===== config.mk =====
export PLATFORM = sky130hd
export DESIGN_NAME = foc_ctrl
export DESIGN_NICKNAME = d
export VERILOG_FILES = /design/src/core/foc_pkg.sv /design/src/core/foc_timer.sv /design/src/core/foc_ctrl.sv
export SDC_FILE = /design/constraint.sdc
export NUM_CORES = 1
export LEC_CHECK = 0
export BUFFER_PORTS_ARGS = -buffer_cell sky130_fd_sc_hd__buf_2
export CAP_MARGIN = 0
export CELL_PAD_IN_SITES_DETAIL_PLACEMENT = 1
export CELL_PAD_IN_SITES_GLOBAL_PLACEMENT = 1
export CORE_ASPECT_RATIO = 1.2
export CORE_UTILIZATION = 46
export CTS_CLUSTER_SIZE = 8
export DETAILED_ROUTE_END_ITERATION = 8
export PLACE_DENSITY = 0.9
export SLEW_MARGIN = 0
export SYNTH_ARGS = -nofsm -noshare
export SYNTH_HDL_FRONTEND = slang
export SYNTH_SLANG_ARGS = --single-unit

===== constraint.sdc =====
create_clock -name clk_sys -period 3.55 [get_ports clk_sys]
set_input_delay 0.5325 -clock clk_sys [delete_from_list [all_inputs] [get_ports clk_sys]]
set_output_delay 0.5325 -clock clk_sys [all_outputs]
set_load 0.1 [all_outputs]

===== src/core/foc_pkg.sv =====
// shared constants and register layouts of the flash operation control block
package foc_pkg;

  ////////////////////////////////////////////////////////////////////////////
  // register byte offsets
  localparam logic [7:0] OFS_MCR  = 8'h00;
  localparam logic [7:0] OFS_UT0  = 8'h04;
  localparam logic [7:0] OFS_PFCR = 8'h08;
  localparam logic [7:0] OFS_STS  = 8'h0C;
  localparam logic [7:0] OFS_CLR  = 8'h10;
  localparam logic [7:0] OFS_EN   = 8'h14;

  // read-only bit positions and register field widths
  localparam int OP_DONE_BIT  = 8;
  localparam int RCV_BUSY_BIT = 9;
  localparam int CHK_DONE_BIT = 8;
  localparam int CTL_W        = 5;
  localparam int UT_W         = 4;
  localparam int PF_W         = 6;
  localparam int EV_W         = 3;

  ////////////////////////////////////////////////////////////////////////////
  // register layouts (first field is the most significant)
  typedef struct packed {
    logic low_power;
    logic erase_sel;
    logic erase_suspend;
    logic prog_suspend;
    logic high_voltage_enable;
  } foc_mcr_t;

  typedef struct packed {
    logic integrity_breakpoint_bit;
    logic margin_mode;
    logic integrity_check_suspend;
    logic integrity_check_enable;
  } foc_ut0_t;

  typedef struct packed {
    logic [1:0] address_pipeline_ctrl;
    logic [3:0] read_wait_states;
  } foc_pfcr_t;

  // sticky events: recovery finished, check done set, operation done set
  typedef struct packed {
    logic rcv_done;
    logic chk_done;
    logic op_done;
  } foc_ev_t;

  localparam foc_mcr_t  MCR_RST  = 5'h00;
  localparam foc_ut0_t  UT0_RST  = 4'h0;
  // 50 MHz platform clock sits in the 33..100 MHz band
  localparam foc_pfcr_t PFCR_RST = 6'h12;
  localparam foc_ev_t   EV_RST   = 3'h0;

  ////////////////////////////////////////////////////////////////////////////
  // timing, times in ns, counts in 20 ns cycles
  localparam int CLK_NS          = 20;
  localparam int T_PSUS_TYP_NS   = 9400;
  localparam int T_ESUS_MAX_NS   = 20800;
  localparam int T_DONES_TYP_NS  = 16000;
  localparam int T_DRCV_MIN_NS   = 16000;
  localparam int T_AISTOP_MAX_NS = 80;
  localparam int T_MRSTOP_MIN_NS = 10360;

  localparam logic [15:0] PSUS_CYC   = 16'(T_PSUS_TYP_NS / CLK_NS + 4);
  localparam logic [15:0] ESUS_CYC   = 16'(T_ESUS_MAX_NS / CLK_NS + 4);
  localparam logic [15:0] DONES_CYC  = 16'(T_DONES_TYP_NS / CLK_NS + 4);
  localparam logic [15:0] RCV_CYC    = 16'((T_DRCV_MIN_NS + CLK_NS - 1) / CLK_NS + 7);
  localparam logic [15:0] AISTOP_CYC = 16'(T_AISTOP_MAX_NS / CLK_NS + 15);
  localparam logic [15:0] MRSTOP_CYC = 16'((T_MRSTOP_MIN_NS + CLK_NS - 1) / CLK_NS + 4);

  // read latency: miss = wait states + base, hit = one period
  localparam logic [4:0] MISS_BASE = 5'h03;
  localparam logic [4:0] HIT_LAT   = 5'h01;

  ////////////////////////////////////////////////////////////////////////////
  // state machines
  typedef enum logic [4:0] {
    OP_IDLE  = 5'h01,
    OP_RUN   = 5'h02,
    OP_SUSW  = 5'h04,
    OP_SUSP  = 5'h08,
    OP_ABORT = 5'h10
  } foc_op_st_t;

  typedef enum logic [4:0] {
    CK_IDLE = 5'h01,
    CK_RUN  = 5'h02,
    CK_SUSW = 5'h04,
    CK_ABRT = 5'h08,
    CK_HELD = 5'h10
  } foc_ck_st_t;

endpackage


===== src/core/foc_timer.sv =====
// down-counting delay timer with a one-cycle expiry pulse
`timescale 1ns/1ns
module foc_timer (
  // clock and reset
  input  wire logic        clk_sys,
  input  wire logic        rst,
  // control
  input  wire logic        load,
  input  wire logic [15:0] load_cnt,
  input  wire logic        cancel,
  // status
  output logic             expire,
  output logic             busy
);

  logic [15:0] cnt_q;

  // expire rises load_cnt edges after the loading edge
  always_ff @(posedge clk_sys) begin
    if (rst) begin
      cnt_q  <= 16'h0000;
      busy   <= 1'b0;
      expire <= 1'b0;
    end else begin
      expire <= busy && cnt_q == 16'h0001 && !load && !cancel;
      if (load) begin
        cnt_q <= load_cnt;
        busy  <= 1'b1;
      end else if (cancel) begin
        busy <= 1'b0;
      end else if (busy) begin
        cnt_q <= cnt_q - 16'h0001;
        if (cnt_q == 16'h0001) begin
          busy <= 1'b0;
        end
      end
    end
  end

endmodule


===== src/core/foc_ctrl.sv =====
// flash program, erase and integrity-check sequencer with wishbone registers
//
// Local design decisions: the Wishbone interface to the registers and the address map.
`timescale 1ns/1ns

// Contract
// [RQ1] after program suspend is requested the done flag rises within 11.5 us plus four clocks.
// [RQ2] after erase suspend is requested the done flag rises within 20.8 us plus four clocks.
// [RQ3] clearing a suspend bit while high voltage is enabled drops done within 100 ns.
// [RQ4] a rising high voltage enable starts an operation and clears done within 5 ns.
// [RQ5] a falling high voltage enable aborts and sets done after 16 to 20.8 us plus four clocks.
// [RQ6] leaving low power needs 16 to 45 us plus seven clocks before the flash is used; checks and a start in the same write as the exit do not wait.
// [RQ7] a rising check enable starts a check and clears the check done flag within 5 ns.
// [RQ8] resuming a check by clearing suspend or breakpoint clears check done within 5 ns.
// [RQ9] dropping check enable during an integrity check sets check done within 80 ns plus 15 clocks.
// [RQ10] suspending an integrity check sets check done within 80 ns plus 15 clocks.
// [RQ11] dropping check enable in a margin read sets check done 10.36 to 20.42 us plus four clocks.
// [RQ12] suspending a margin read sets check done 10.36 to 20.42 us plus four clocks.
// [RQ13] software picks wait states and pipeline 0/0, 2/1 or 3/1 for the three clock bands.
// [RQ14] a read miss takes 3, 5 or 6 clocks for those settings and a hit takes one clock.
// [RQ15] both done flags stay readable and hold until a start, resume or abort changes them.
module foc_ctrl #(
  parameter logic [15:0] PGM_CYC = 16'd5000,
  parameter logic [15:0] ERS_CYC = 16'd50000,
  parameter logic [15:0] CHK_CYC = 16'd2048
) (
  // clock and reset
  input  wire logic        clk_sys,
  input  wire logic        rst,
  // wishbone slave
  input  wire logic        wb_cyc_i,
  input  wire logic        wb_stb_i,
  input  wire logic        wb_we_i,
  input  wire logic [7:0]  wb_adr_i,
  input  wire logic [3:0]  wb_sel_i,
  input  wire logic [31:0] wb_dat_i,
  output logic      [31:0] wb_dat_o,
  output logic             wb_ack_o,
  // interrupt
  output logic             irq_o,
  // flash read port
  input  wire logic        rd_req,
  input  wire logic        rd_hit,
  output logic             rd_ack
);

  ////////////////////////////////////////////////////////////////////////////
  // register state and bus decode
  foc_pkg::foc_mcr_t   mcr_q;
  foc_pkg::foc_ut0_t   ut0_q;
  foc_pkg::foc_pfcr_t  pfcr_q;
  foc_pkg::foc_ev_t    sts_q;
  foc_pkg::foc_ev_t    en_q;
  foc_pkg::foc_ev_t    ev;
  foc_pkg::foc_mcr_t   nm;
  foc_pkg::foc_ut0_t   nu;
  foc_pkg::foc_op_st_t op_st_q;
  foc_pkg::foc_op_st_t op_st_d;
  foc_pkg::foc_ck_st_t ck_st_q;
  foc_pkg::foc_ck_st_t ck_st_d;
  logic                op_done_q;
  logic                chk_done_q;
  logic                acc;
  logic                wr;
  logic                wr_mcr;
  logic                wr_ut0;
  logic                op_load;
  logic [15:0]         op_val;
  logic                op_exp;
  logic                op_busy;
  logic                op_set;
  logic                op_clr;
  logic                ck_load;
  logic [15:0]         ck_val;
  logic                ck_exp;
  logic                ck_busy;
  logic                ck_set;
  logic                ck_clr;
  logic                rcv_exp;
  logic                rcv_busy;
  logic                lp_fall;
  logic                rd_busy_q;
  logic [4:0]          rd_cnt_q;
  logic [4:0]          rd_lat;
  logic                rd_take;

  assign acc    = wb_cyc_i && wb_stb_i && !wb_ack_o;
  assign wr     = acc && wb_we_i && wb_sel_i[0];
  assign wr_mcr = wr && wb_adr_i == foc_pkg::OFS_MCR;
  assign wr_ut0 = wr && wb_adr_i == foc_pkg::OFS_UT0;
  assign nm     = foc_pkg::foc_mcr_t'(wb_dat_i[foc_pkg::CTL_W-1:0]);
  assign nu     = foc_pkg::foc_ut0_t'(wb_dat_i[foc_pkg::UT_W-1:0]);

  // single-cycle answer, ack drops the cycle after it was given
  always_ff @(posedge clk_sys) begin
    if (rst) begin
      wb_ack_o <= 1'b0;
      wb_dat_o <= 32'h0000_0000;
    end else begin
      wb_ack_o <= acc;
      if (acc) begin
        wb_dat_o <= 32'h0000_0000;
        case (wb_adr_i)
          foc_pkg::OFS_MCR: begin
            wb_dat_o[foc_pkg::CTL_W-1:0]     <= mcr_q;
            wb_dat_o[foc_pkg::OP_DONE_BIT]   <= op_done_q; // RQ15
            wb_dat_o[foc_pkg::RCV_BUSY_BIT]  <= rcv_busy; // RQ6
          end
          foc_pkg::OFS_UT0: begin
            wb_dat_o[foc_pkg::UT_W-1:0]      <= ut0_q;
            wb_dat_o[foc_pkg::CHK_DONE_BIT]  <= chk_done_q; // RQ15
          end
          foc_pkg::OFS_PFCR: wb_dat_o[foc_pkg::PF_W-1:0] <= pfcr_q;
          foc_pkg::OFS_STS:  wb_dat_o[foc_pkg::EV_W-1:0] <= sts_q;
          foc_pkg::OFS_EN:   wb_dat_o[foc_pkg::EV_W-1:0] <= en_q;
          default:           wb_dat_o <= 32'h0000_0000;
        endcase
      end
    end
  end

  // software-written control registers
  always_ff @(posedge clk_sys) begin
    if (rst) begin
      mcr_q  <= foc_pkg::MCR_RST;
      ut0_q  <= foc_pkg::UT0_RST;
      pfcr_q <= foc_pkg::PFCR_RST;
      en_q   <= foc_pkg::EV_RST;
    end else if (wr) begin
      case (wb_adr_i)
        foc_pkg::OFS_MCR:  mcr_q  <= nm;
        foc_pkg::OFS_UT0:  ut0_q  <= nu;
        foc_pkg::OFS_PFCR: pfcr_q <= foc_pkg::foc_pfcr_t'(wb_dat_i[foc_pkg::PF_W-1:0]); // RQ13
        foc_pkg::OFS_EN:   en_q   <= foc_pkg::foc_ev_t'(wb_dat_i[foc_pkg::EV_W-1:0]);
        default: ;
      endcase
    end
  end

  ////////////////////////////////////////////////////////////////////////////
  // program / erase sequencer
  foc_timer u_op_tmr (
    .clk_sys  (clk_sys),
    .rst      (rst),
    .load     (op_load),
    .load_cnt (op_val),
    .cancel   (1'b0),
    .expire   (op_exp),
    .busy     (op_busy)
  );

  always_comb begin
    op_st_d = op_st_q;
    op_load = 1'b0;
    op_val  = 16'h0000;
    op_set  = 1'b0;
    op_clr  = 1'b0;
    case (op_st_q)
      foc_pkg::OP_IDLE: begin
        // no start if the written low power bit is set or a recovery is already running
        if (wr_mcr && nm.high_voltage_enable && !mcr_q.high_voltage_enable
            && !nm.low_power && !rcv_busy) begin
          op_clr  = 1'b1; // RQ4
          op_load = 1'b1;
          op_val  = (nm.erase_sel ? ERS_CYC : PGM_CYC) - 16'h0001;
          op_st_d = foc_pkg::OP_RUN;
        end
      end
      foc_pkg::OP_RUN: begin
        if (wr_mcr && !nm.high_voltage_enable) begin
          op_load = 1'b1;
          op_val  = foc_pkg::DONES_CYC - 16'h0001; // RQ5
          op_st_d = foc_pkg::OP_ABORT;
        end else if (wr_mcr && nm.erase_suspend && !mcr_q.erase_suspend) begin
          op_load = 1'b1;
          op_val  = foc_pkg::ESUS_CYC - 16'h0001; // RQ2
          op_st_d = foc_pkg::OP_SUSW;
        end else if (wr_mcr && nm.prog_suspend && !mcr_q.prog_suspend) begin
          op_load = 1'b1;
          op_val  = foc_pkg::PSUS_CYC - 16'h0001; // RQ1
          op_st_d = foc_pkg::OP_SUSW;
        end else if (op_exp) begin
          op_set  = 1'b1;
          op_st_d = foc_pkg::OP_IDLE;
        end
      end
      foc_pkg::OP_SUSW, foc_pkg::OP_SUSP: begin
        if (wr_mcr && !nm.high_voltage_enable) begin
          op_load = 1'b1;
          op_val  = foc_pkg::DONES_CYC - 16'h0001; // RQ5
          op_st_d = foc_pkg::OP_ABORT;
        end else if (op_st_q == foc_pkg::OP_SUSW && op_exp) begin
          op_set  = 1'b1; // RQ1 RQ2
          op_st_d = foc_pkg::OP_SUSP;
        end else if (op_st_q == foc_pkg::OP_SUSP && wr_mcr
                     && !nm.prog_suspend && !nm.erase_suspend) begin
          // resume restarts the whole operation time, not the remainder
          op_clr  = 1'b1; // RQ3
          op_load = 1'b1;
          op_val  = (mcr_q.erase_sel ? ERS_CYC : PGM_CYC) - 16'h0001;
          op_st_d = foc_pkg::OP_RUN;
        end
      end
      foc_pkg::OP_ABORT: begin
        if (op_exp) begin
          op_set  = 1'b1; // RQ5
          op_st_d = foc_pkg::OP_IDLE;
        end
      end
      default: op_st_d = foc_pkg::OP_IDLE;
    endcase
  end

  always_ff @(posedge clk_sys) begin
    if (rst) begin
      op_st_q   <= foc_pkg::OP_IDLE;
      op_done_q <= 1'b1;
    end else begin
      op_st_q <= op_st_d;
      if (op_set) begin
        op_done_q <= 1'b1;
      end else if (op_clr) begin
        op_done_q <= 1'b0; // RQ15
      end
    end
  end

  ////////////////////////////////////////////////////////////////////////////
  // margin read / array integrity sequencer
  foc_timer u_ck_tmr (
    .clk_sys  (clk_sys),
    .rst      (rst),
    .load     (ck_load),
    .load_cnt (ck_val),
    .cancel   (1'b0),
    .expire   (ck_exp),
    .busy     (ck_busy)
  );

  always_comb begin
    ck_st_d = ck_st_q;
    ck_load = 1'b0;
    ck_val  = (ut0_q.margin_mode ? foc_pkg::MRSTOP_CYC : foc_pkg::AISTOP_CYC) - 16'h0001;
    ck_set  = 1'b0;
    ck_clr  = 1'b0;
    case (ck_st_q)
      foc_pkg::CK_IDLE: begin
        if (wr_ut0 && nu.integrity_check_enable && !ut0_q.integrity_check_enable) begin
          ck_clr  = 1'b1; // RQ7
          ck_load = 1'b1;
          ck_val  = CHK_CYC - 16'h0001;
          ck_st_d = foc_pkg::CK_RUN;
        end
      end
      foc_pkg::CK_RUN: begin
        if (wr_ut0 && !nu.integrity_check_enable) begin
          ck_load = 1'b1; // RQ9 RQ11
          ck_st_d = foc_pkg::CK_ABRT;
        end else if (wr_ut0 && nu.integrity_check_suspend) begin
          ck_load = 1'b1; // RQ10 RQ12
          ck_st_d = foc_pkg::CK_SUSW;
        end else if (ck_exp) begin
          ck_set  = 1'b1;
          ck_st_d = ut0_q.integrity_breakpoint_bit ? foc_pkg::CK_HELD : foc_pkg::CK_IDLE;
        end
      end
      foc_pkg::CK_SUSW, foc_pkg::CK_ABRT: begin
        if (ck_exp) begin
          ck_set  = 1'b1; // RQ9 RQ10 RQ11 RQ12
          ck_st_d = ck_st_q == foc_pkg::CK_SUSW ? foc_pkg::CK_HELD : foc_pkg::CK_IDLE;
        end
      end
      foc_pkg::CK_HELD: begin
        if (wr_ut0 && !nu.integrity_check_enable) begin
          ck_st_d = foc_pkg::CK_IDLE;
        end else if (wr_ut0 && !nu.integrity_check_suspend
                     && (ut0_q.integrity_check_suspend
                         || (ut0_q.integrity_breakpoint_bit
                             && !nu.integrity_breakpoint_bit))) begin
          ck_clr  = 1'b1; // RQ8
          ck_load = 1'b1;
          ck_val  = CHK_CYC - 16'h0001;
          ck_st_d = foc_pkg::CK_RUN;
        end
      end
      default: ck_st_d = foc_pkg::CK_IDLE;
    endcase
  end

  always_ff @(posedge clk_sys) begin
    if (rst) begin
      ck_st_q    <= foc_pkg::CK_IDLE;
      chk_done_q <= 1'b1;
    end else begin
      ck_st_q <= ck_st_d;
      if (ck_set) begin
        chk_done_q <= 1'b1;
      end else if (ck_clr) begin
        chk_done_q <= 1'b0; // RQ15
      end
    end
  end

  ////////////////////////////////////////////////////////////////////////////
  // low-power exit recovery
  assign lp_fall = wr_mcr && mcr_q.low_power && !nm.low_power;

  foc_timer u_rcv_tmr (
    .clk_sys  (clk_sys),
    .rst      (rst),
    .load     (lp_fall),
    .load_cnt (foc_pkg::RCV_CYC), // RQ6
    .cancel   (1'b0),
    .expire   (rcv_exp),
    .busy     (rcv_busy)
  );

  ////////////////////////////////////////////////////////////////////////////
  // flash read latency
  assign rd_lat  = rd_hit ? foc_pkg::HIT_LAT
                          : foc_pkg::MISS_BASE + {1'b0, pfcr_q.read_wait_states}; // RQ14
  assign rd_take = rd_req && !rd_busy_q && !rd_ack && !mcr_q.low_power && !rcv_busy; // RQ6

  always_ff @(posedge clk_sys) begin
    if (rst) begin
      rd_busy_q <= 1'b0;
      rd_cnt_q  <= 5'h00;
      rd_ack    <= 1'b0;
    end else begin
      rd_ack <= (rd_take && rd_lat == foc_pkg::HIT_LAT)
                || (rd_busy_q && rd_cnt_q == 5'h01); // RQ14
      if (rd_take && rd_lat != foc_pkg::HIT_LAT) begin
        rd_busy_q <= 1'b1;
        rd_cnt_q  <= rd_lat - 5'h01;
      end else if (rd_busy_q) begin
        rd_cnt_q <= rd_cnt_q - 5'h01;
        if (rd_cnt_q == 5'h01) begin
          rd_busy_q <= 1'b0;
        end
      end
    end
  end

  ////////////////////////////////////////////////////////////////////////////
  // interrupt status, set wins over a same-cycle clear
  assign ev = '{rcv_done: rcv_exp, chk_done: ck_set, op_done: op_set};

  always_ff @(posedge clk_sys) begin
    if (rst) begin
      sts_q <= foc_pkg::EV_RST;
      irq_o <= 1'b0;
    end else begin
      if (wr && wb_adr_i == foc_pkg::OFS_CLR) begin
        sts_q <= (sts_q & ~foc_pkg::foc_ev_t'(wb_dat_i[foc_pkg::EV_W-1:0])) | ev;
      end else begin
        sts_q <= sts_q | ev;
      end
      irq_o <= |(sts_q & en_q);
    end
  end

endmodule


# Word level (Yosys, flattened, before mapping)
# Index checks and enable logic that the tools add are counted.
dict set report op_classes {
  n_reduce_logical 78
  n_eq_ne 27
  addsub 9
  n_bitwise 5
  n_mux 90
}
# op count
set op_table {}
lappend op_table {{$mux 16} 13}
lappend op_table {{$mux 5} 20}
lappend op_table {{$sub 16x1->16 const B} 5}
lappend op_table {{$eq 16x1->1 const B} 3}
lappend op_table {{$pmux 16 s3} 1}
lappend op_table {{$logic_and 1x1->1} 42}
lappend op_table {{$pmux 5 s4} 2}
lappend op_table {{$mux 1} 36}
lappend op_table {{$pmux 16 s2} 1}
lappend op_table {{$mux 10} 3}
lappend op_table {{$mux 11} 2}
lappend op_table {{$eq 5x1->1 const B} 4}
lappend op_table {{$logic_not 1->1} 17}
lappend op_table {{$eq 8x4->1 const B} 2}
lappend op_table {{$eq 8x5->1 const B} 2}
lappend op_table {{$pmux 3 s5} 1}
lappend op_table {{$pmux 1 s3} 4}
lappend op_table {{$sub 10x1->11 const B} 1}
lappend op_table {{$eq 5x2->1 const B} 2}
lappend op_table {{$eq 5x3->1 const B} 2}
lappend op_table {{$eq 5x4->1 const B} 2}
lappend op_table {{$eq 5x5->1 const B} 2}
lappend op_table {{$pmux 1 s2} 5}
lappend op_table {{$reduce_and 2->1} 5}
lappend op_table {{other kinds (20)} 32}
dict set report totals {
  wordCells 246
  regBits 104
  output_inout_bits 35
  in_bits 51
}

# Depth between registers and ports, before layout
# Gate-level depths: netlist of the first run.
dict set report depth {
  depth_word 14
  ltp_mapped 9
  mapped_depth_nobuf 9
}

# Hierarchy
# From an unflattened synthesis of the first run, not the netlist that was laid out.
dict set report hier_totals {
  cells_unflattened 742
  area_unflattened_um2 6020.8
}
# module cells_per_inst seq_area_each_um2 area_per_inst_um2 instances
set by_module_without_submodules {}
lappend by_module_without_submodules {foc_ctrl 406 1001.0 3119.2 1}
lappend by_module_without_submodules {foc_timer 112 360.3 967.2 3}

# Least setup slack after synthesis of the first run
# Ideal clock, no wire load.
dict set report synth_path {
  kind {reg-to-reg}
  from {register wb_ack_o}
  to {register u_op_tmr.cnt_q[5]}
  path_buffers 2
  synth_period_minus_slack_ns 2.558
  t_required_ns 3.455
  path_stages_with_launch 9
  setup_time_ns 0.095
  slack_ns 0.992
  arrival_time_ns 2.463
  cell_sequence {dfxtp_1 -> and3b_1 -> clkbuf_1 -> nand4_1 -> a211o_1 -> o211a_1 -> clkbuf_1 -> nand2_1 -> a221oi_1}
}
dict set report synth_via {
  elab_chain_cells 13
  word_cells_on_any_way 34
  cone_classes {mux (16); reduce/logical (18)}
}
# item line
set synth_rtl {}
lappend synth_rtl {{from (decl)} foc_ctrl.sv:38} ;# output logic wb_ack_o,
lappend synth_rtl {{from (signal assigned)} foc_ctrl.sv:97} ;# wb_ack_o <= 1'b0;
lappend synth_rtl {{from (signal assigned)} foc_ctrl.sv:100} ;# wb_ack_o <= acc;
lappend synth_rtl {{$logic_not 1->1 *} foc_ctrl.sv:87} ;# assign acc = wb_cyc_i && wb_stb_i && !wb_ack_o;
lappend synth_rtl {{$logic_and 1x1->1 *} foc_ctrl.sv:87}
lappend synth_rtl {{$logic_and 1x1->1 * (2 in a row)} foc_ctrl.sv:88} ;# assign wr = acc && wb_we_i && wb_sel_i[0];
lappend synth_rtl {{$logic_and 1x1->1 *} foc_ctrl.sv:89} ;# assign wr_mcr = wr && wb_adr_i == foc_pkg::OFS_MCR;
lappend synth_rtl {{$logic_and 1x1->1} foc_ctrl.sv:195} ;# end else if (op_st_q == foc_pkg::OP_SUSP && wr_mcr
lappend synth_rtl {{$logic_and 1x1->1 (2 in a row)} foc_ctrl.sv:196} ;# && !nm.prog_suspend && !nm.erase_suspend) begin
lappend synth_rtl {{$mux 16 or $mux 1 (tied branches)} foc_ctrl.sv:195}
lappend synth_rtl {{$mux 16 or $mux 1 (tied branches)} foc_ctrl.sv:192} ;# end else if (op_st_q == foc_pkg::OP_SUSW && op_exp) begin
lappend synth_rtl {{$mux 16 or $mux 1 (tied branches)} foc_ctrl.sv:188} ;# if (wr_mcr && !nm.high_voltage_enable) begin
lappend synth_rtl {{$pmux 16 s3 or $pmux 1 s3 (tied branches)} foc_ctrl.sv:158} ;# case (op_st_q)
lappend synth_rtl {{$mux 16 or $reduce_bool 2->1 (tied branches)} n/a}
lappend synth_rtl {{to (signal assigned)} foc_timer.sv:27} ;# cnt_q <= load_cnt;
lappend synth_rtl {{to (signal assigned)} foc_timer.sv:32} ;# cnt_q <= cnt_q - 16'h0001;
lappend synth_rtl {{to (decl)} foc_timer.sv:16} ;# logic [15:0] cnt_q;
# Mark *: on every way between the ends. The rest lies on a longest branch, timed or not.
# A chain may end at the register's enable or synchronous reset.

# Final worst setup path of the first run
dict set report layout_path {
  from {register wb_ack_o}
  to {register ck_st_q[4]}
}
dict set report layout_via {
  elab_chain_cells 9
  word_cells_on_any_way 19
  cone_classes {eq/ne (3); mux (4); reduce/logical (12)}
}
# item line
set layout_rtl {}
lappend layout_rtl {{$logic_not 1->1 *} foc_ctrl.sv:87}
lappend layout_rtl {{$logic_and 1x1->1 *} foc_ctrl.sv:87}
lappend layout_rtl {{$logic_and 1x1->1 * (2 in a row)} foc_ctrl.sv:88}
lappend layout_rtl {{$logic_and 1x1->1 *} foc_ctrl.sv:90} ;# assign wr_ut0 = wr && wb_adr_i == foc_pkg::OFS_UT0;
lappend layout_rtl {{$logic_and 1x1->1 (on tied branches)} {foc_ctrl.sv:259, foc_ctrl.sv:248, foc_ctrl.sv:276}}
lappend layout_rtl {{$mux 5 (tied with other cells)} foc_ctrl.sv:259} ;# end else if (wr_ut0 && nu.integrity_check_suspend) begin
lappend layout_rtl {{$mux 5 (tied with other cells)} foc_ctrl.sv:256} ;# if (wr_ut0 && !nu.integrity_check_enable) begin
lappend layout_rtl {{$pmux 5 s4 or $reduce_and 4->1 (tied branches)} n/a}
lappend layout_rtl {{to (signal assigned)} foc_ctrl.sv:292} ;# ck_st_q <= foc_pkg::CK_IDLE;
lappend layout_rtl {{to (signal assigned)} foc_ctrl.sv:295} ;# ck_st_q <= ck_st_d;
lappend layout_rtl {{to (decl)} foc_ctrl.sv:59} ;# foc_pkg::foc_ck_st_t ck_st_q;
# Marks and branches as above.

==> summary.md, run 1 <==
| Metric | Value |
|---|---|
| Yosys cell types | 72 |
| Placed inst area | 5838 sq um |
| Crit path cell chain | and3b_1, nand4_1, o21ai_0, a21oi_1, nor2_1, a2111oi_0 |
| CP peak stage delay | 640 ps |
| Grt ovf | 0 |
| Hold Buf Count CTS | 0 |
| Part of the cycle the worst path needs | 0.8250 |
| Worst-path maximum fanout | 17 |
| Crit path launch type | register |
| Commonest cells in the netlist | dfxtp_1 (104), nor2_1 (71), nand2_1 (59) |
| R2R Setup Slk | 620 ps |
| Top-count cell post-synth | dfxtp_1 |
| Outcome | finished clean |
| HP Class | primary input to register |
| Crit path buf inv count | 0 |
| Tmin final | 2929 ps |
| DP Cell Count | 853 |
| Die Ht | 123.6 microns |
| Cell area after layout | 6127 sq um |
| CTS tree | done |
| Setup bufs post-CTS | 0 |
| Post-CTS sizing | 0 |
| Area contributors post-synth | dfxtp_1 (37%), nor2_1 (4.7%), a21oi_1 (4.7%), nand2_1 (3.9%), xnor2_1 (3.9%) |
| Final hold violations | 0 |
| Core area | 12060 sq um |
| Final setup fails | 0 |
| Initial Utilization | 0.4701 |
| Hold endpoint | pfcr_q[5] |
| Util after Layout | 0.5082 |
| Hold path depth | 3 |
| Leakage power | 2.335 nW |
| Largest area contributor in the netlist | dfxtp_1 |
| Setup WS pre-CTS | 428.5 ps |
| Worst vdd ir | 0.2070 mV |
| Synth Area in Compound Gates | 0.1702 |
| Post-synth EDFFs | 0 |
| Yosys Warn Count | 0 |
| Die X-Extent | 103.3 microns |
| Vias in the first global route | 5307 |
| Clock slew at reported path FFs | 80 ps |
| Req. time, crit path | 3750 ps |
| Setup TNS | 0 ps |
| Row cnt | 44 |
| H-tree Lvls | 3 |
| Latest clock arrival within the worst-skew pair | 350 ps |
| FF-to-FF End | ck_st_q[4] |
| WL per Instance | 18.05 microns |
| CTS root buffer | clkbuf_16 |
| Drt total wl | 15690 microns |
| Total CTS buffers | 9 |
| RSZ-0062 raised after global routing | no |
| Max-cap viol count | 0 |
| Final HPWL DP | 11290 microns |
| Synth-to-layout area growth | 8.102% |
| Share of cells above drive strength 1 | 0.1059 |
| Post-Layout Cell Count | 869 |
| GP Congestion | 0.8853 |
| DRC viols | 0 |
| First-pass GRT wire length | 25850 microns |
| Reg-to-Reg Start | wb_ack_o |
| Crit-path slowest cell | and3b_1 |
| CP Class | register to register |
| Post-Syn Instances | 687 |
| Detailed-route via count | 5099 |
| DR iter-0 viols | 303 |
| Top_reg_cell synth | dfxtp_1 |
| Hold Slack | 447.4 ps |
| Ant. Diodes | 0 |
| Min-Delay Startpoint | wb_dat_i[5] |
| Sequential share of the synthesized area | 0.3673 |
| Final net count | 765 |
| Post-DR vias/cell | 5.868 |
| Yosys top cell area share | 0.3673 |
| Area of the mapped netlist | 5668 sq um |
| Mux cell area share after synthesis | 0.02494 |
| Fin worst setup slack | 621.3 ps |
| Slew Limit Fails | 0 |
| #FFs+latches synth | 104 |
| Largest delay share family, worst path | simple AND/OR/NAND/NOR gates |
| CP endpoint kind | register |
| Ys async rst share | 0 |
| Ports | 86 |
| Largest net degree at the start of global routing | 59 |
| Die Area | 12770 sq um |
| Area share of and/or/nand/nor cells after synthesis | 0.2724 |
| Pwr/cell area | 427.4 nW/um^2 |
| Reg2reg path depth | 6 |
| Initial antenna violation count | 0 |
| Port Buffers | 32 |
| Adder-Cell Fraction of Synth Area | 0.02428 |
| Fin Clk Skew | 9.780 ps |
| Tot Pwr | 2.619 mW |
| # clock sinks | 104 |
| Post-Syn Area per Cell | 8.250 sq um |
| Slew HR | 0.3038 |
| Pre-antenna DRT Iters | 5 |
| Clock tree buffer depth | 2 |
| Number of routed nets with antenna violations | 0 |
| Post-synthesis xor/xnor area fraction | 0.06799 |
| Largest family of logic cells by synthesized area | simple AND/OR/NAND/NOR gates |
| Worst-margin pin slew | 1035 ps |
| Critical Path AT | 3130 ps |
| F_max | 0.3414 GHz |
| GR Util All Layers | 0.2618 |
worst register-to-register path, cell delays in order (launching register included):
cell and delay, ps:
dfxtp_1 320, and3b_1 640, nand4_1 490, o21ai_0 600, a21oi_1 240, nor2_1 310, a2111oi_0 160
how the worst max path moves through the flow:
| stage | start | end | slack (ps) | cells past startpoint |
|---|---|---|---|---|
| after detailed placement | wb_stb_i | ck_st_q[4] | 430 | 7 |
| final | wb_ack_o | ck_st_q[4] | 620 | 6 |
| after global placement | wb_stb_i | ck_st_q[4] | 580 | 7 |
| after CTS | wb_ack_o | ck_st_q[4] | 630 | 6 |
| after global routing | wb_ack_o | ck_st_q[4] | 360 | 6 |
| after floorplan | wb_ack_o | u_op_tmr.cnt_q[5] | 990 | 8 |
final cells by class:
cell class | count | area, sq um
clock inverters | 6 | 50.05
clock buffers | 10 | 239.0
inverters | 25 | 93.84
fillers | 1443 | 5929
flip-flops and latches | 104 | 2082
multi-input cells | 526 | 3263
well taps | 161 | 201.4
repair buffers | 37 | 197.7
cell usage in the layout, fill, tap and decap left out, types with 16 or more instances in the layout:
master and n:
xor2_1 19, xnor2_1 25, dfxtp_1 104, conb_1 24
inv_1 25, o21ai_0 19, nand3_1 20, nor2_1 71
nor3_1 30, buf_2 32, nor4_1 16, a21oi_1 53
nand2_1 59
metal layers:
layer / vias up / GRT usage / share of wire
met3: 27 / 0.04097 / 0.039
li1: 2448 / - / -
met5: - / 0 / 0
met2: 120 / 0.4688 / 0.52
met4: 0 / 0.1048 / 0.025
met1: 2504 / 0.3099 / 0.41
registers in the layout, indices dropped and copies added, names as in the netlist, 4 cells and up:
signal	count
ck_st_q	5
mcr_q	5
op_st_q	5
pfcr_q	6
rd_cnt_q	5
u_ck_tmr.cnt_q	16
u_op_tmr.cnt_q	16
u_rcv_tmr.cnt_q	16
ut0_q	4
wb_dat_o	8
cell families (layout without fill, tap and decap cells):
family / after synthesis / in the layout
xor gates and xnor gates: 44 / 44
muxes: 14 / 14
AOI/OAI and AO/OA: 144 / 144
adders and majority gates: 11 / 11
and+or+nand+nor: 289 / 289
buffers and inverters: 80 / 78
other: 1 / 24
DFF: 104 / 104
report_power, final:
| group | internal (mW) | total, mW | switching (mW) |
|---|---|---|---|
| Clock | 0.506 | 0.980 | 0.474 |
| Combinational | 0.108 | 0.414 | 0.306 |
| Sequential | 1.19 | 1.22 | 0.0318 |
| Total | 1.81 | 2.62 | 0.812 |
Power figures use the tool's default switching activity.
==> run 2: changes to the inputs <==
CORE_UTILIZATION = 43   (was 46)
PLACE_DENSITY = 0.85   (was 0.9)
clock period = 2.95 ns   (was 3.55 ns; I/O delays follow)
==> summary.md, run 2 (same netlist as run 1, synthesis figures left out) <==
| Metric | Value |
|---|---|
| # clock sinks | 104 |
| Worst-margin pin slew | 677.0 ps |
| Pre-antenna DRT Iters | 7 |
| DR iter-0 viols | 289 |
| H-tree Lvls | 3 |
| Final hold violations | 0 |
| RSZ-0062 raised after global routing | no |
| FF-to-FF End | u_op_tmr.cnt_q[5] |
| Part of the cycle the worst path needs | 0.8862 |
| Setup TNS | 0 ps |
| Pwr/cell area | 526.8 nW/um^2 |
| Commonest non-fill, non-tap cells in the layout | dfxtp_1 (104), nor2_1 (71), nand2_1 (59), a21oi_1 (53), buf_2 (32) |
| Final HPWL DP | 11900 microns |
| Post-DR vias/cell | 5.882 |
| Final setup fails | 0 |
| Post-CTS sizing | 0 |
| WL per Instance | 18.32 microns |
| Largest net degree at the start of global routing | 37 |
| Placed inst area | 5954 sq um |
| CP Class | register to register |
| CTS tree | done |
| Hold Buf Count CTS | 0 |
| CP peak stage delay | 570 ps |
| Number of routed nets with antenna violations | 0 |
| Drt total wl | 16250 microns |
| GR Util All Layers | 0.2502 |
| First-pass GRT wire length | 26980 microns |
| Ant. Diodes | 0 |
| Final net count | 780 |
| GP Congestion | 0.9179 |
| Row cnt | 45 |
| Outcome | finished clean |
| Port Buffers | 32 |
| Die Ht | 127.8 microns |
| Ports | 86 |
| Synth-to-layout area growth | 10.79% |
| Reg-to-Reg Start | op_st_q[4] |
| Slew HR | 0.5473 |
| Largest registers | u_ck_tmr.cnt_q: 16 flops, u_op_tmr.cnt_q: 16 flops, u_rcv_tmr.cnt_q: 16 flops |
| Max-cap viol count | 0 |
| Latest clock arrival within the worst-skew pair | 350 ps |
| Initial antenna violation count | 0 |
| Worst-path maximum fanout | 14 |
| Worst vdd ir | 0.2611 mV |
| Detailed-route via count | 5217 |
| Clock tree buffer depth | 2 |
| HP Class | primary input to register |
| Clock slew at reported path FFs | 80 ps |
| DRC viols | 0 |
| CP endpoint kind | register |
| F_max | 0.3825 GHz |
| Core area | 12780 sq um |
| Fill cells | 1549 |
| Slew Limit Fails | 0 |
| Crit path launch type | register |
| Reg2reg path depth | 6 |
| R2R Setup Slk | 340 ps |
| Req. time, crit path | 3200 ps |
| Critical Path End | u_op_tmr.cnt_q[5] |
| Die Area | 13650 sq um |
| CP Launch Point | op_st_q[4] |
| Cell area after layout | 6280 sq um |
| Vias in the first global route | 5471 |
| Crit path cell chain | nor3_1, or4b_1, a211o_1, o211ai_2, o22ai_1, a221oi_1 |
| Critical Path AT | 2860 ps |
| Crit-path slowest cell | or4b_1 |
| Fin Clk Skew | 9.107 ps |
| Commonest non-fill, non-tap cell in the layout | dfxtp_1 |
| Leakage power | 2.422 nW |
| CTS root buffer | clkbuf_16 |
| Setup bufs post-CTS | 0 |
| Tmin final | 2614 ps |
| Total CTS buffers | 9 |
| Grt ovf | 0 |
| Initial Utilization | 0.4435 |
| Die X-Extent | 106.8 microns |
| Hold Slack | 380.4 ps |
| Share of cells above drive strength 1 | 0.1231 |
-- run 2: changes by cell type in the layout (fill, tap and decap cells not counted) --
| cell | before | now |
|---|---|---|
| buf_4 | 5 | 20 |
| bufinv_16 | 0 | 2 |
| clkbuf_1 | 0 | 1 |
| clkbuf_8 | 1 | 0 |
| clkinv_2 | 1 | 0 |
| clkinv_4 | 1 | 0 |
-- run 2: area by class of cell --
class | count | area [sq um] | share of cell area
inverters | 25 | 93.84 | 0.01494
clock inverters | 6 | 96.34 | 0.01534
flip-flops and latches | 104 | 2082 | 0.3315
clock buffers | 10 | 229.0 | 0.03646
multi-input cells | 526 | 3263 | 0.5196
repair buffers | 52 | 310.3 | 0.04941
well taps | 164 | 205.2 | 0.03268
-- run 2: through the flow --
stage	total power, mW	setup slack (ps)	utilization	cells
finish	3.308	335.6	0.4913	887
global route	3.419	190.3	0.4913	887
CTS	3.332	348.2	0.4913	887
detailed placement	2.009	326.6	0.4659	871
global placement	1.992	427.8	0.4659	871
floorplan	1.921	391.5	-	710
-- run 2: worst min path at each step --
stage	cells past startpoint	to	from	slack (ps)
floorplan	2	sts_q[2]	u_rcv_tmr.expire	410
global placement	2	chk_done_q	chk_done_q	450
detailed placement	2	wb_dat_o[9]	wb_dat_o[9]	460
CTS	3	pfcr_q[5]	wb_dat_i[5]	350
global route	3	pfcr_q[4]	wb_dat_i[4]	390
finish	3	pfcr_q[5]	wb_dat_i[5]	380
-- run 2: report_power, final --
part	internal [mW]	switching [mW]	leakage (nW)
Clock	0.757	0.570	0.156
Combinational	0.136	0.372	1.43
Sequential	1.43	0.0374	0.840
-- run 2: worst max-delay path: cells and delay by family, from the launching register on --
family | cells | cell delay (ps)
DFF | 1 | 380
and+or+nand+nor | 2 | 980
AOI/OAI and AO/OA | 4 | 1150
-- run 2: routing by layer --
metal,GRT usage,vias to the layer above,routed length (microns)
li1,-,2480,-
met1,0.2849,2555,6513
met2,0.4573,143,8521
met3,0.03660,39,727
met4,0.1144,0,489
met5,0,-,0
